`config.mk`:
```
export PLATFORM = sky130hd
export DESIGN_NAME = wdc_top
export DESIGN_NICKNAME = d
export VERILOG_FILES = /design/src/rtl/wdc_pkg.sv /design/src/rtl/wdc_top.sv /design/src/rtl/wdc_counter.sv
export SDC_FILE = /design/constraint.sdc
export NUM_CORES = 1
export LEC_CHECK = 0
export BUFFER_PORTS_ARGS = -buffer_cell sky130_fd_sc_hd__buf_2
export CELL_PAD_IN_SITES_DETAIL_PLACEMENT = 0
export CELL_PAD_IN_SITES_GLOBAL_PLACEMENT = 1
export CORE_ASPECT_RATIO = 0.6
export CORE_MARGIN = 3
export CORE_UTILIZATION = 25
export DETAILED_ROUTE_END_ITERATION = 10
export MAX_ROUTING_LAYER = met4
export PLACE_DENSITY_LB_ADDON = 0.1
export SKIP_LAST_GASP = 1
export SLEW_MARGIN = 20
export SYNTH_ARGS = -nofsm -noshare
export SYNTH_HDL_FRONTEND = slang
export SYNTH_HIERARCHICAL = 1
export SYNTH_SLANG_ARGS = --single-unit
```
`constraint.sdc`:
```
create_clock -name pclk -period 4.2 [get_ports pclk]
set_input_delay 0.63 -clock pclk [delete_from_list [all_inputs] [get_ports pclk]]
set_output_delay 0.63 -clock pclk [all_outputs]
set_load 0.1 [all_outputs]
```
`src/rtl/wdc_pkg.sv`:
```
package wdc_pkg;
  // Register byte addresses
  localparam logic [7:0] ADDR_CTRL = 8'h00;
  localparam logic [7:0] ADDR_ISTAT = 8'h04;
  localparam logic [7:0] ADDR_IMASK = 8'h08;
  // Control register field positions
  localparam int BIT_UNLOCK = 0;
  localparam int BIT_ARM = 1;
  localparam int BIT_STATUS = 2;
  localparam int BIT_RESP = 3;
  localparam int PRE_LSB = 4;
  localparam int PRE_MSB = 7;
  // Event bits of the interrupt status and mask registers
  localparam int EVT_TIMEOUT = 0;
  localparam int EVT_LOCKED = 1;
  localparam int EVT_W = 2;
  // Reset values
  localparam logic [3:0] PRE_RST = 4'h0;
  localparam logic [EVT_W-1:0] MASK_RST = 2'h0;
  // Default base timeout in clock cycles, multiplied by two per prescale step
  localparam logic [31:0] BASE_CYC_DEF = 32'h0000_2000;
endpackage : wdc_pkg

```
`src/rtl/wdc_top.sv`:
```
// Decided for this implementation: the APB register port and the register addresses.
`timescale 1ns/1ps
`default_nettype none
module wdc_top
  import wdc_pkg::*;
#(
  parameter logic [31:0] BASE_CYC = BASE_CYC_DEF
)
(
  input wire logic pclk, // System clock, 50 MHz
  input wire logic presetn, // External hardware reset, active low
  input wire logic psel, // APB select
  input wire logic penable, // APB enable
  input wire logic pwrite, // APB direction
  input wire logic [7:0] paddr, // APB byte address
  input wire logic [31:0] pwdata, // APB write data
  output logic [31:0] prdata, // APB read data
  output logic pready, // APB ready
  output logic pslverr, // APB error on unmapped address
  input wire logic supply_monitor_irq, // Supply monitor interrupt pin
  output logic sys_reset_req, // Watchdog system reset pulse
  output logic core_irq, // Watchdog core interrupt pulse
  output logic irq // Masked event interrupt level
);
  logic unlock_r;
  logic arm_r;
  logic status_r;
  logic resp_r;
  logic [3:0] pre_r;
  logic [EVT_W-1:0] istat_r;
  logic [EVT_W-1:0] mask_r;
  logic sm_meta_r;
  logic sm_sync_r;
  logic expire;
  logic [31:0] rd_mux;
  logic [EVT_W-1:0] istat_nxt;

  // APB decode: a transfer completes at the edge where pready is sampled high
  wire xfer_done = psel & penable & pready;
  wire ready_nxt = psel & penable & ~pready;
  wire wr_do = xfer_done & pwrite;
  wire hit_ctrl = (paddr == ADDR_CTRL);
  wire hit_istat = (paddr == ADDR_ISTAT);
  wire hit_imask = (paddr == ADDR_IMASK);
  wire unmapped = ~(hit_ctrl | hit_istat | hit_imask);
  wire ctrl_wr = wr_do & hit_ctrl;
  wire unlock_set = ctrl_wr & ~unlock_r & pwdata[BIT_UNLOCK];
  wire ctrl_take = ctrl_wr & unlock_r;
  wire ctrl_locked = ctrl_wr & ~unlock_r & ~pwdata[BIT_UNLOCK];
  wire rearm = ctrl_take & pwdata[BIT_ARM];
  wire wdog_reset = expire & ~resp_r;
  wire wdog_intr = expire & resp_r;
  wire [31:0] limit = BASE_CYC << pre_r;

  // Read data selection
  always_comb begin
    rd_mux = 32'h0000_0000;
    if (hit_ctrl) begin
      rd_mux[PRE_MSB:PRE_LSB] = pre_r;
      rd_mux[BIT_RESP] = resp_r;
      rd_mux[BIT_STATUS] = status_r;
      rd_mux[BIT_ARM] = arm_r;
      rd_mux[BIT_UNLOCK] = unlock_r;
    end else if (hit_istat) begin
      rd_mux[EVT_W-1:0] = istat_r;
    end else if (hit_imask) begin
      rd_mux[EVT_W-1:0] = mask_r;
    end
  end

  // Sticky events: a new event wins over a write-one clear
  always_comb begin
    istat_nxt = istat_r;
    if (wr_do && hit_istat) begin
      istat_nxt = istat_r & ~pwdata[EVT_W-1:0];
    end
    if (expire) begin
      istat_nxt[EVT_TIMEOUT] = 1'b1;
    end
    if (ctrl_locked) begin
      istat_nxt[EVT_LOCKED] = 1'b1;
    end
  end

  // Supply monitor pin synchroniser
  always_ff @(posedge pclk or negedge presetn) begin
    if (!presetn) begin
      sm_meta_r <= 1'b0;
      sm_sync_r <= 1'b0;
    end else begin
      sm_meta_r <= supply_monitor_irq;
      sm_sync_r <= sm_meta_r;
    end
  end

  // APB answer: one wait state, registered data and error
  always_ff @(posedge pclk or negedge presetn) begin
    if (!presetn) begin
      pready <= 1'b0;
      prdata <= 32'h0000_0000;
      pslverr <= 1'b0;
    end else begin
      pready <= ready_nxt;
      pslverr <= ready_nxt & unmapped;
      if (ready_nxt && !pwrite) begin
        prdata <= rd_mux;
      end
    end
  end

  // Unlock: armed by one write, consumed by the very next transfer
  always_ff @(posedge pclk or negedge presetn) begin
    if (!presetn) begin
      unlock_r <= 1'b0;
    end else if (unlock_set) begin
      unlock_r <= 1'b1;
    end else if (xfer_done) begin
      unlock_r <= 1'b0;
    end
  end

  // Arm bit and control fields
  always_ff @(posedge pclk or negedge presetn) begin
    if (!presetn) begin
      arm_r <= 1'b0;
      resp_r <= 1'b0;
      pre_r <= PRE_RST;
    end else begin
      if (sm_sync_r || wdog_reset) begin
        arm_r <= 1'b0;
      end else if (ctrl_take) begin
        arm_r <= pwdata[BIT_ARM];
      end
      if (ctrl_take) begin
        resp_r <= pwdata[BIT_RESP];
        pre_r <= pwdata[PRE_MSB:PRE_LSB];
      end
    end
  end

  // Status flag: set by timeout, cleared by unlocked zero write only
  always_ff @(posedge pclk or negedge presetn) begin
    if (!presetn) begin
      status_r <= 1'b0;
    end else if (expire) begin
      status_r <= 1'b1;
    end else if (ctrl_take && !pwdata[BIT_STATUS]) begin
      status_r <= 1'b0;
    end
  end

  // Timeout response and event interrupt
  always_ff @(posedge pclk or negedge presetn) begin
    if (!presetn) begin
      sys_reset_req <= 1'b0;
      core_irq <= 1'b0;
      istat_r <= {EVT_W{1'b0}};
      mask_r <= MASK_RST;
      irq <= 1'b0;
    end else begin
      sys_reset_req <= wdog_reset;
      core_irq <= wdog_intr;
      istat_r <= istat_nxt;
      if (wr_do && hit_imask) begin
        mask_r <= pwdata[EVT_W-1:0];
      end
      irq <= |(istat_nxt & ((wr_do && hit_imask) ? pwdata[EVT_W-1:0] : mask_r));
    end
  end

  // Timeout counter
  wdc_counter u_cnt (
    .pclk(pclk),
    .presetn(presetn),
    .run(arm_r),
    .restart(rearm),
    .limit(limit),
    .expire(expire)
  );
endmodule : wdc_top
`default_nettype wire

```
`src/rtl/wdc_counter.sv`:
```
`timescale 1ns/1ps
`default_nettype none
module wdc_counter
  import wdc_pkg::*;
(
  input wire logic pclk, // System clock
  input wire logic presetn, // Asynchronous reset, active low
  input wire logic run, // Watchdog armed
  input wire logic restart, // Clear the count
  input wire logic [31:0] limit, // Terminal count in cycles
  output logic expire // One-cycle timeout pulse
);
  logic [31:0] count_r;
  wire at_end = (count_r >= (limit - 32'h0000_0001));

  // Count ticks to the terminal count, then restart and flag expiry
  always_ff @(posedge pclk or negedge presetn) begin
    if (!presetn) begin
      count_r <= 32'h0000_0000;
      expire <= 1'b0;
    end else if (restart || !run) begin
      count_r <= 32'h0000_0000;
      expire <= 1'b0;
    end else if (at_end) begin
      count_r <= 32'h0000_0000;
      expire <= 1'b1;
    end else begin
      count_r <= count_r + 32'h0000_0001;
      expire <= 1'b0;
    end
  end
endmodule : wdc_counter
`default_nettype wire

```
Yosys cells after proc, flatten, opt, wreduce, memory -nomap -nowiden
Index checks and enable logic that the tools add are counted.

Register bits after elaboration: 60. Latch bits: 0. Bits in writable memories: 0. Memory bits (read-only): 0. Input bits: 46. Output and inout port bits: 37. Word-level logic and storage cells: 78. Memories kept: 0.

$add $sub $neg: 2. Multiply operators: 0. Divide/modulo/power cells: 0. Magnitude comparators: 1. Equality and inequality tests: 2. Shift-type cells: 1. Muxes and demuxes: 18. Bitwise gates (word level): 23. Reduce and logical (&&, ||, !) cells: 14.

Operators by type and width (count): $mux W32 (2); $add A32 B1 Y32 const B (1); $ge A32 B32 Y1 (1); $shl A14 B4 Y32 const A (1); $sub A32 B1 Y32 const B (1); $and A1 B1 Y1 (13); $mux W1 (10); $mux W2 (5); $eq A8 B3 Y1 const B (1); $eq A8 B4 Y1 const B (1); $logic_not A8 Y1 (1); $mux W6 (1); $reduce_bool A2 Y1 (3); $not A1 Y1 (5); $and A2 B2 Y2 (2); $logic_and A1 B1 Y1 (4); $logic_not A1 Y1 (3); $logic_or A1 B1 Y1 (2); $not A2 Y2 (1); $or A1 B1 Y1 (2); $reduce_or A2 Y1 (1).

Depth between registers and ports, before layout
Gate-level depths: netlist of run 1.

Depth in word-level cells: 9. Gate-level depth with buffers: 16.

Hierarchy
Netlist of run 1, hierarchy kept.

By module, submodules not included: wdc_counter (instances 1, cells an instance 337, area each 2881.5 µm²); wdc_top (instances 1, cells an instance 143, area each 1549.0 µm²).

Worst setup path before layout of run 1
No wires, ideal clock.

Path type: register to register. Start point: reg pre_r[2]. End point: reg u_cnt.count_r[10]. Setup time: 0.136 ns. Arrival time: 3.557 ns. Data required time: 4.064 ns. Setup slack: 0.507 ns. Stages on the path, launching flop included: 16. Buffers on the path: 3. Period minus slack after synthesis: 3.693 ns. Cell sequence: dfrtp_1 > bufbuf_16 > nand2b_1 > nor2_1 > or3_1 > nor3_1 > and4_1 > clkbuf_1 > nand2_1 > xor2_1 > ha_1 > nand4_1 > or3_1 > a311oi_1 > buf_2 > nor3_1.

Cells in the longest elaborated chain, start to end: 5.

Ends and longest elaborated chain: from (decl) (line wdc_top.sv:29) `logic [3:0] pre_r;`; from (signal assigned) (line wdc_top.sv:136) `pre_r <= pwdata[PRE_MSB:PRE_LSB];`; $shl A14 B4 Y32 (line wdc_top.sv:53) `wire [31:0] limit = BASE_CYC << pre_r;`; net limit[19] (line wdc_top.sv:53); $sub A32 B1 Y32 (line wdc_counter.sv:14) `wire at_end = (count_r >= (limit - 32'h0000_0001));`; $ge A32 B32 Y1 (line wdc_counter.sv:14); $mux W32 (line wdc_counter.sv:24) `end else if (at_end) begin`; $mux W32 (line wdc_counter.sv:21) `end else if (restart || !run) begin`; to (signal assigned) (line wdc_counter.sv:28) `count_r <= count_r + 32'h0000_0001;`; to (decl) (line wdc_counter.sv:13) `logic [31:0] count_r;`.

The timed path passes the listed nets, and every way through them passes these cells. A chain may end at the register's enable or synchronous reset.

Final worst setup path of run 1
Start point: reg pre_r[0]. End point: reg u_cnt.count_r[24].

Same word-level chain as after synthesis.

==> run_results.csv, run 1 <==
group,metric,value,unit
placed_design,routabilityCongestion,0.773,
global_routing,met3_usage,3.13,%
setup_path,cp-end-kind,"register",
clocking,clk_latency,0.33,ns
clocking,numCtsBuffers,9,
finish,final_common_cell,"conb_1",
power_and_ir_drop,power,0.00161,W
die,pin_count,83,
yosys,yosysWarnings,6,
placed_design,place_ws,0.363,ns
routing,vias,3444,
placed_design,dp_hpwl,8.92,mm
clocking,cts_sinks,60,
routing,routedWlPerCell,14.2,um
yosys,synth-async-reset-ratio,100,%
global_routing,met1_usage,21.4,%
clocking,ctsResizeCount,0,
yosys,synth_edf_count,0,
global_routing,gr-max-usage-layer,"met1",
finish,n_antenna_cell,0,
global_routing,antenna_found_initial,0,
routing,routed_via_density,4.29,
yosys,ys_ff_latch,60,
yosys,ys_seq_area_share,33.9,%
timing,max-slew-margin-rel,37.2,%
die,coreArea,0.0173,mm2
placed_design,port-buffer-count,34,
timing,hold_violations,0,
die,die_w,178,um
setup_path,cp_max_fo,33,
routing,drt_wl_total,11.4,mm
global_routing,met2_usage,13.5,%
finish,area.growth.synth_to_final,17.3,%
routing,firstDrtPassIters,4,
finish,n_fill_cell,1803,
yosys,synth_cells,480,
timing,fin_hold_ws,0.352,ns
routing,drt_iter0_markers,183,
placed_design,dpl.cell_count,786,
die,fp.dieH,109,um
flow_run,maxCapViolations,0,
yosys,avgSynthCellArea,9.23,um2
timing,tightest_slew,0.934,ns
timing,fmax,267,MHz
global_routing,grt_pass1_vias,3062,
setup_path,required,4.39,ns
yosys,ys.flop_type,"dfrtp_1",
timing,min_period_over_period,89.1,%
clocking,clk_path_buf_depth,2,
die,dieArea,0.0194,mm2
clocking,clockRootBuffer,"clkbuf_16",
routing,postRouteAntennaNets,0,
global_routing,overflow,0,
finish,drive_gt1_share,12.3,%
clocking,clk_pin_slew,0.05,ns
min_path,min_path_type,"reg -> reg",
timing,tns,0,ns
die,start_util,25.7,%
timing,fin_ws,0.456,ns
yosys,yosysUniqueCellTypes,51,
clocking,cts_tree,"yes",
die,rows,37,
routing,remaining_drc_errors,0,
clocking,h-tree-depth,3,
finish,layout_common_cells,"conb_1, dfrtp_1, nor3_1, xnor2_1",
timing,fin_skew,0.0123,ns
power_and_ir_drop,max-vdd-ir-drop,164,uV
global_routing,grt_use_total,12.6,%
timing,grt_setup_unrepaired,"no",
power_and_ir_drop,p_leak,2.39,nW
global_routing,grt_max_degree,34,
clocking,hold_buffers,0,
finish,instances_no_fill,802,
clocking,postCtsSetupRepairBufs,0,
yosys,synthesis.area,0.00443,mm2
timing,finalSetupViolCount,0,
status,status,"finished clean",
setup_path,crit_path_start_kind,"register",
timing,period_minus_slack,3.74,ns
setup_path,critPathKind,"reg -> reg",
finish,fin_nets,643,
power_and_ir_drop,powerDensity,310,mW/mm2
timing,drv_slew,0,
global_routing,grt_pass1_wl,18.0,mm
setup_path,cp.arrival,3.93,ns
layer usage:
| layer | part of all wire, % | wire length [um] | vias up |
|---|---|---|---|
| li1 | - | - | 1781 |
| met1 | 61 | 6920 | 1574 |
| met2 | 33 | 3730 | 84 |
| met3 | 5.7 | 648 | 5 |
| met4 | 0.93 | 106 | 0 |
| met5 | 0 | 0 | - |
state kept, by name, summed over array words and instances, names as in the netlist, 2 cells and up:
name	cells
mask_r	2
pre_r	4
prdata	8
istat_r	2
u_cnt/count_r	32
cell usage after synthesis (3+ instances only):
master / number / share of area [%]
nand3_1: 21 / 2.4
xor2_1: 24 / 4.7
nor3_1: 53 / 6.0
a21oi_1: 17 / 1.9
mux2_2: 6 / 1.5
nand4_1: 14 / 2.0
and3_1: 6 / 0.85
and4_1: 3 / 0.59
nor4_1: 16 / 2.3
a22o_1: 6 / 1.2
mux2i_1: 3 / 0.68
nand2_1: 31 / 2.6
buf_2: 4 / 0.45
clkbuf_1: 7 / 0.59
xnor2_1: 35 / 6.9
o21ai_0: 11 / 1.2
dfrtp_1: 60 / 34
inv_1: 14 / 1.2
ha_1: 34 / 9.6
bufbuf_16: 4 / 2.9
nor2b_1: 5 / 0.71
nand2b_1: 6 / 0.85
or3_1: 13 / 1.8
buf_4: 24 / 4.1
nor2_1: 32 / 2.7
kinds of logic (layout without fill, tap and decap cells):
family | Yosys count | after routing | synth area share [%]
flip-flops | 60 | 60 | 33.9
buffers and inverters | 55 | 68 | 9.94
AND/OR/NAND/NOR | 217 | 217 | 26.2
other | 1 | 76 | 0.0846
XOR/XNOR | 59 | 59 | 11.7
AO/OA/AOI/OAI | 45 | 45 | 6.44
multiplexers | 9 | 9 | 2.20
adder cells (fa/ha/maj) | 34 | 34 | 9.60
area by class of cell:
cell class / instances / area (um2) / area share, %
Inverter: 14 / 52.6 / 1.01
Timing Repair Buffer: 38 / 213 / 4.09
Clock buffer: 10 / 229 / 4.41
Sequential cell: 60 / 1500 / 28.9
Clock inverter: 6 / 113 / 2.17
Multi-Input combinational cell: 440 / 2790 / 53.8
Tap cell: 234 / 293 / 5.64
power by group:
part / switching [W] / internal (W) / total, W
sequential: 0.00000120 / 0.000580 / 0.000582
clock: 0.000281 / 0.000581 / 0.000862
combinational: 0.000145 / 0.0000233 / 0.000168
final timing paths:
kind                                           start                          end  slack, ns  depth (start not counted)
worst min register to register   sm_meta_r$_DFF_PN0_          sm_sync_r$_DFF_PN0_       0.35                          0
min in group asynchronous                    presetn                irq$_DFF_PN0_       0.38                          1
max in group asynchronous                    presetn  u_cnt/count_r[18]$_DFF_PN0_       2.91                          2
worst max register to register  pre_r[0]$_DFFE_PN0P_  u_cnt/count_r[24]$_DFF_PN0_       0.46                         13
worst min-delay path             sm_meta_r$_DFF_PN0_          sm_sync_r$_DFF_PN0_       0.35                          0
worst max-delay path            pre_r[0]$_DFFE_PN0P_  u_cnt/count_r[24]$_DFF_PN0_       0.46                         13
stage by stage:
step / util (%) / instance area (um2)
after floorplan: - / 4710
after global routing: 30.1 / 5190
final: 30.1 / 5190
after detailed placement: 28.1 / 4850
after global placement: 28.1 / 4850
after CTS: 30.0 / 5190
critical path, cell delays in order, from the launching register on:
cell      delay, ns
dfrtp_1        0.49
nand2b_1       0.22
nor3_1         0.11
nor4_1         0.34
and3_1         0.28
nand4_1        0.21
nor4_2         0.29
xnor2_1        0.12
ha_1           0.32
nand4_1        0.16
or3_1          0.46
a311oi_4       0.26
buf_12         0.24
nor3_1         0.08
Note: power is estimated with default switching activity, not from simulation.
==> inputs of run 2 (changes only) <==
--- a/config.mk
+++ b/config.mk
@@ -18,5 +18,4 @@
 export SLEW_MARGIN = 20
 export SYNTH_ARGS = -nofsm -noshare
 export SYNTH_HDL_FRONTEND = slang
-export SYNTH_HIERARCHICAL = 1
 export SYNTH_SLANG_ARGS = --single-unit
==> run_results.csv, run 2 <==
group,metric,value,unit
status,status,"finished clean",
yosys,yosys-top-cells-count,"dfrtp_1, nor3_1, buf_4, xor2_1, nand2_1",
finish,layout_common_cells,"dfrtp_1, nor3_1, buf_2, conb_1, xor2_1",
global_routing,grt_max_degree,35,
setup_path,cp_max_fo,33,
timing,max-slew-margin-rel,33.7,%
routing,routed_via_density,4.51,
routing,remaining_drc_errors,0,
yosys,synth_most_common_cell,"dfrtp_1",
yosys,synth-async-reset-ratio,100,%
yosys,yosysUniqueCellTypes,50,
die,fp.dieH,98.8,um
finish,fin_nets,470,
die,rows,33,
global_routing,grt_pass1_vias,2779,
yosys,ys_top_cells_by_area,"dfrtp_1, ha_1, xor2_1, nor3_1, buf_4",
setup_path,cp-end-kind,"register",
clocking,numCtsBuffers,9,
routing,vias,2704,
global_routing,antenna_found_initial,0,
finish,register_area,0.00150,mm2
setup_path,crit_slowest_cell,"dfrtp_1",
clocking,clk_pin_slew,0.06,ns
global_routing,met1_usage,20.3,%
finish,fin_util,30.4,%
setup_path,critPathTopFamily,"simple AND/OR/NAND/NOR gates",
flow_run,maxCapViolations,0,
setup_path,required,4.37,ns
clocking,h-tree-depth,3,
finish,n_antenna_cell,0,
yosys,synth_top_area_share,41.9,%
die,start_util,25.9,%
global_routing,met2_usage,15.2,%
global_routing,met3_usage,3.19,%
setup_path,cp.arrival,3.94,ns
timing,finalSetupViolCount,0,
setup_path,slowest_delay,0.37,ns
clocking,clk_path_buf_depth,2,
timing,drv_slew,0,
timing,period_minus_slack,3.77,ns
yosys,synth_top_cell_by_area,"dfrtp_1",
clocking,ctsResizeCount,0,
yosys,ys.flop_type,"dfrtp_1",
yosys,synth_edf_count,0,
power_and_ir_drop,powerDensity,349,mW/mm2
routing,drt_wl_total,9.20,mm
finish,area.growth.synth_to_final,17.1,%
yosys,synth_cells,366,
finish,final_common_cell,"dfrtp_1",
setup_path,critPathKind,"reg -> reg",
routing,drt_iter0_markers,183,
placed_design,dp_hpwl,6.60,mm
yosys,ys_ff_latch,60,
min_path,min_path_type,"in -> async",
clocking,cts_sinks,60,
setup_path,timing.rr.start,"pre_r[0]$_DFFE_PN0P_",
routing,firstDrtPassIters,4,
power_and_ir_drop,p_leak,1.92,nW
yosys,yosysWarnings,0,
die,dieArea,0.0159,mm2
power_and_ir_drop,power,0.00147,W
global_routing,grt_pass1_wl,15.4,mm
clocking,clk_latency,0.33,ns
yosys,ys_seq_area_share,41.9,%
yosys,avgSynthCellArea,9.79,um2
global_routing,overflow,0,
setup_path,crit_chain,"or2_2 > or3_1 > ha_1 > nor2_1 > nand3_1 > a21oi_1 > a31oi_1 > ha_1 > nand4_1 > nor3_1 > o2111ai_1 > nand4_1 > buf_12 > nor3_1",
setup_path,worstSetupStartpoint,"pre_r[0]$_DFFE_PN0P_",
setup_path,worst-path-buf-inv,1,
global_routing,gr-max-usage-layer,"met1",
clocking,clockRootBuffer,"clkbuf_16",
placed_design,routabilityCongestion,0.767,
placed_design,port-buffer-count,34,
finish,multi_input_area,0.00188,mm2
finish,largest_reg_flops,32,
timing,fmax,265,MHz
yosys,synthesis.area,0.00358,mm2
setup_path,crit_path_start_kind,"register",
clocking,cts_tree,"yes",
finish,drive_gt1_share,18.9,%
timing,grt_setup_unrepaired,"no",
die,die_w,161,um
finish,regMostFlops,"u_cnt.count_r",
finish,n_fill_cell,1472,
clocking,postCtsSetupRepairBufs,0,
timing,tightest_slew,0.990,ns
timing,hold_violations,0,
clocking,hold_buffers,0,
timing,tns,0,ns
finish,largestRegisters,"u_cnt.count_r (32), prdata (8), pre_r (4)",
die,coreArea,0.0138,mm2
timing,fin_skew,0.00676,ns
timing,min_period_over_period,89.8,%
routing,routedWlPerCell,15.3,um
die,pin_count,83,
routing,postRouteAntennaNets,0,
global_routing,grt_use_total,12.7,%
power_and_ir_drop,max-vdd-ir-drop,232,uV
[run 2: changes by cell type in the layout (fill, tap and decap cells not counted), moves of 5 or more]
cell	change
conb_1	-50
xnor2_1	-29
nor2_1	-18
nor3_1	-16
ha_1	-13
nor4_1	-12
nand2_1	-9
or3_1	-9
inv_1	-8
a21o_1	+5
a21oi_1	-5
buf_4	+5
[run 2: area by class of cell]
cell class	count	share of cell area [%]
Tap cell	192	5.72
Sequential cell	60	35.8
Clock buffer	9	5.36
Multi-Input combinational cell	283	44.8
Clock inverter	7	1.82
Timing Repair Buffer	43	5.96
Inverter	6	0.536
[run 2: final timing paths]
check                                                    to  slack (ns)  depth (start not counted)
worst max-delay path            u_cnt.count_r[11]$_DFF_PN0_        0.43                         14
worst min-delay path                   pre_r[0]$_DFFE_PN0P_        0.33                          1
worst max register to register  u_cnt.count_r[11]$_DFF_PN0_        0.43                         14
worst min register to register          sm_sync_r$_DFF_PN0_        0.36                          0
max in group asynchronous        u_cnt.count_r[9]$_DFF_PN0_        2.97                          2
min in group pclk                       sm_sync_r$_DFF_PN0_        0.36                          0
[run 2: cell families after synthesis]
logic type / synth area share, %
AO/OA/AOI/OAI: 9.95
XOR/XNOR: 7.33
adder cells (fa/ha/maj): 7.33
buffers and inverters: 8.10
flip-flops: 41.9
multiplexers: 3.42
other: 0.210
AND/OR/NAND/NOR: 21.8
[run 2: metrics by stage]
step | hold WS, ns | std cells | worst slack [ns] | instance area [um2]
after floorplan | 0.331 | 390 | 0.822 | 3670
final | 0.333 | 600 | 0.429 | 4200
after CTS | 0.348 | 600 | 0.479 | 4200
after global routing | 0.377 | 600 | 0.0899 | 4200
after detailed placement | 0.348 | 584 | 0.511 | 3900
after global placement | 0.336 | 584 | 0.511 | 3900
[run 2: where the power goes]
group | internal [W] | switching (W) | leakage [nW] | total, W
clock | 0.000462 | 0.000284 | 0.142 | 0.000745
combinational | 0.0000123 | 0.000126 | 0.949 | 0.000139
sequential | 0.000580 | 0.00000101 | 0.832 | 0.000581
[run 2: routing by layer]
layer	routed length (um)	vias to the layer above
met5	0	-
met4	102	0
met3	302	9
met2	3370	36
met1	5420	1313
li1	-	1346
==> inputs of run 3 (changes only) <==
--- a/config.mk
+++ b/config.mk
@@ -5,12 +5,13 @@
 export SDC_FILE = /design/constraint.sdc
 export NUM_CORES = 1
 export LEC_CHECK = 0
+export ABC_CLOCK_PERIOD_IN_PS = 4200
 export BUFFER_PORTS_ARGS = -buffer_cell sky130_fd_sc_hd__buf_2
 export CELL_PAD_IN_SITES_DETAIL_PLACEMENT = 0
 export CELL_PAD_IN_SITES_GLOBAL_PLACEMENT = 1
 export CORE_ASPECT_RATIO = 0.6
 export CORE_MARGIN = 3
-export CORE_UTILIZATION = 25
+export CORE_UTILIZATION = 41
 export DETAILED_ROUTE_END_ITERATION = 10
 export MAX_ROUTING_LAYER = met4
 export PLACE_DENSITY_LB_ADDON = 0.1
==> run_results.csv, run 3 (synthesis results as in run 2) <==
group,metric,value,unit
clocking,numCtsBuffers,9,
power_and_ir_drop,max-vdd-ir-drop,203,uV
setup_path,crit_path_start_kind,"register",
setup_path,crit_slowest_cell,"dfrtp_1",
timing,max-slew-margin-rel,39.5,%
setup_path,worst-path-buf-inv,1,
setup_path,worstReg2RegEnd,"u_cnt.expire$_DFF_PN0_",
setup_path,endpoint,"u_cnt.expire$_DFF_PN0_",
global_routing,grt_pass1_wl,13.1,mm
finish,area.growth.synth_to_final,15.0,%
flow_run,maxCapViolations,0,
die,fp.dieH,78.4,um
setup_path,cp.arrival,3.92,ns
die,pin_count,83,
timing,finalSetupViolCount,0,
die,rows,25,
die,dieArea,0.00994,mm2
global_routing,antenna_found_initial,0,
global_routing,grt_max_degree,36,
clocking,hold_buffers,0,
timing,fin_skew,0.00986,ns
timing,drv_slew,0,
setup_path,slowest_delay,0.42,ns
clocking,ctsResizeCount,0,
setup_path,cp-end-kind,"register",
power_and_ir_drop,powerDensity,374,mW/mm2
min_path,min_path_type,"in -> async",
placed_design,dp_hpwl,5.84,mm
clocking,h-tree-depth,3,
timing,hold_violations,0,
clocking,postCtsSetupRepairBufs,0,
routing,postRouteAntennaNets,0,
finish,n_antenna_cell,0,
timing,tightest_slew,0.904,ns
clocking,clockRootBuffer,"clkbuf_16",
clocking,clk_path_buf_depth,2,
routing,routedWlPerCell,15.6,um
finish,regMostFlops,"u_cnt.count_r",
setup_path,timing.rr.start,"pre_r[1]$_DFFE_PN0P_",
timing,tns,0,ns
power_and_ir_drop,p_leak,1.94,nW
setup_path,worstSetupStartpoint,"pre_r[1]$_DFFE_PN0P_",
finish,fin_util,50.5,%
setup_path,critPathTopFamily,"simple AND/OR/NAND/NOR gates",
placed_design,routabilityCongestion,0.810,
global_routing,grt_use_total,17.4,%
setup_path,worst-r2r-setup-slack,0.45,ns
global_routing,grt_pass1_vias,2397,
clocking,clk_pin_slew,0.05,ns
clocking,cts_sinks,60,
clocking,clk_latency,0.33,ns
setup_path,r2r_cells,14,
finish,largest_reg_flops,32,
die,die_w,127,um
status,status,"finished clean",
finish,final_common_cell,"dfrtp_1",
setup_path,critPathKind,"reg -> reg",
setup_path,crit_chain,"or2_2 > or3_1 > ha_1 > nor2_1 > nand3_1 > a21oi_1 > a31oi_1 > ha_1 > a41oi_1 > o21ai_0 > a211oi_1 > nand4_1 > buf_12 > nor2b_1",
finish,largestRegisters,"u_cnt.count_r (32), prdata (8), pre_r (4)",
setup_path,cp_num_cells,14,
placed_design,port-buffer-count,34,
global_routing,overflow,0,
clocking,cts_tree,"yes",
timing,min_period_over_period,89.2,%
timing,grt_setup_unrepaired,"no",
finish,n_fill_cell,750,
routing,vias,2712,
routing,drt_iter0_markers,169,
die,start_util,43.9,%
timing,fmax,267,MHz
timing,fin_hold_ws,0.304,ns
setup_path,cp_max_fo,33,
setup_path,crit_top_cell,"ha_1",
routing,routed_via_density,5.27,
timing,period_minus_slack,3.75,ns
finish,drive_gt1_share,18.4,%
die,coreArea,0.00816,mm2
setup_path,required,4.37,ns
finish,fin_nets,469,
routing,firstDrtPassIters,4,
finish,layout_common_cells,"dfrtp_1, nor3_1, buf_2, conb_1, xor2_1",
routing,remaining_drc_errors,0,
power_and_ir_drop,power,0.00154,W
routing,drt_wl_total,8.06,mm
run 3: cell types whose count changed in the layout (fill, tap and decap cells not counted):
cell / previous run / this run
inv_6: 1 / 0
clkinv_2: 1 / 0
buf_4: 8 / 7
bufinv_16: 1 / 2
clkinvlp_4: 2 / 1
clkbuf_1: 0 / 1
clkinv_4: 2 / 0
clkbuf_8: 0 / 3
run 3: through the flow:
step	cells	setup slack [ns]	cell area [um2]
6_report	515	0.454	4120
5_1_grt	515	0.135	4120
4_1_cts	515	0.482	4120
3_5_place_dp	499	0.504	3780
3_3_place_gp	499	0.533	3780
2_1_floorplan	390	0.822	3670
run 3: worst min path at each step:
| stage | from | endpoint | slack (ns) |
|---|---|---|---|
| after floorplan | presetn | arm_r$_DFFE_PN0P_ | 0.33 |
| after global placement | sm_meta_r$_DFF_PN0_ | sm_sync_r$_DFF_PN0_ | 0.33 |
| after detailed placement | sm_meta_r$_DFF_PN0_ | sm_sync_r$_DFF_PN0_ | 0.33 |
| after CTS | presetn | u_cnt.count_r[29]$_DFF_PN0_ | 0.33 |
| after global routing | presetn | resp_r$_DFFE_PN0P_ | 0.35 |
| final | presetn | u_cnt.count_r[29]$_DFF_PN0_ | 0.30 |
run 3: cell type report:
type | instances | area (um2) | share of cell area [%]
Clock buffer | 13 | 270 | 6.56
Clock inverter | 3 | 67.6 | 1.64
Inverter | 6 | 22.5 | 0.546
Multi-Input combinational cell | 283 | 1880 | 45.7
Sequential cell | 60 | 1500 | 36.4
Tap cell | 108 | 135 | 3.28
Timing Repair Buffer | 42 | 243 | 5.89
run 3: layer usage:
layer / GRT usage (%) / vias to the layer above / share of wire, %
met5: - / - / 0
met4: 4.82 / 0 / 0
met3: 5.57 / 0 / 7.3
met2: 19.2 / 77 / 39
met1: 28.5 / 1296 / 54
li1: - / 1339 / -
run 3: report_power, final:
group          internal [W]  switching, W  leakage [nW]  total, W
Sequential         0.000581    0.00000107         0.832  0.000582
Combinational     0.0000123      0.000126         0.945  0.000138
Clock              0.000568      0.000256         0.162  0.000824
Total               0.00116      0.000383          1.94   0.00154
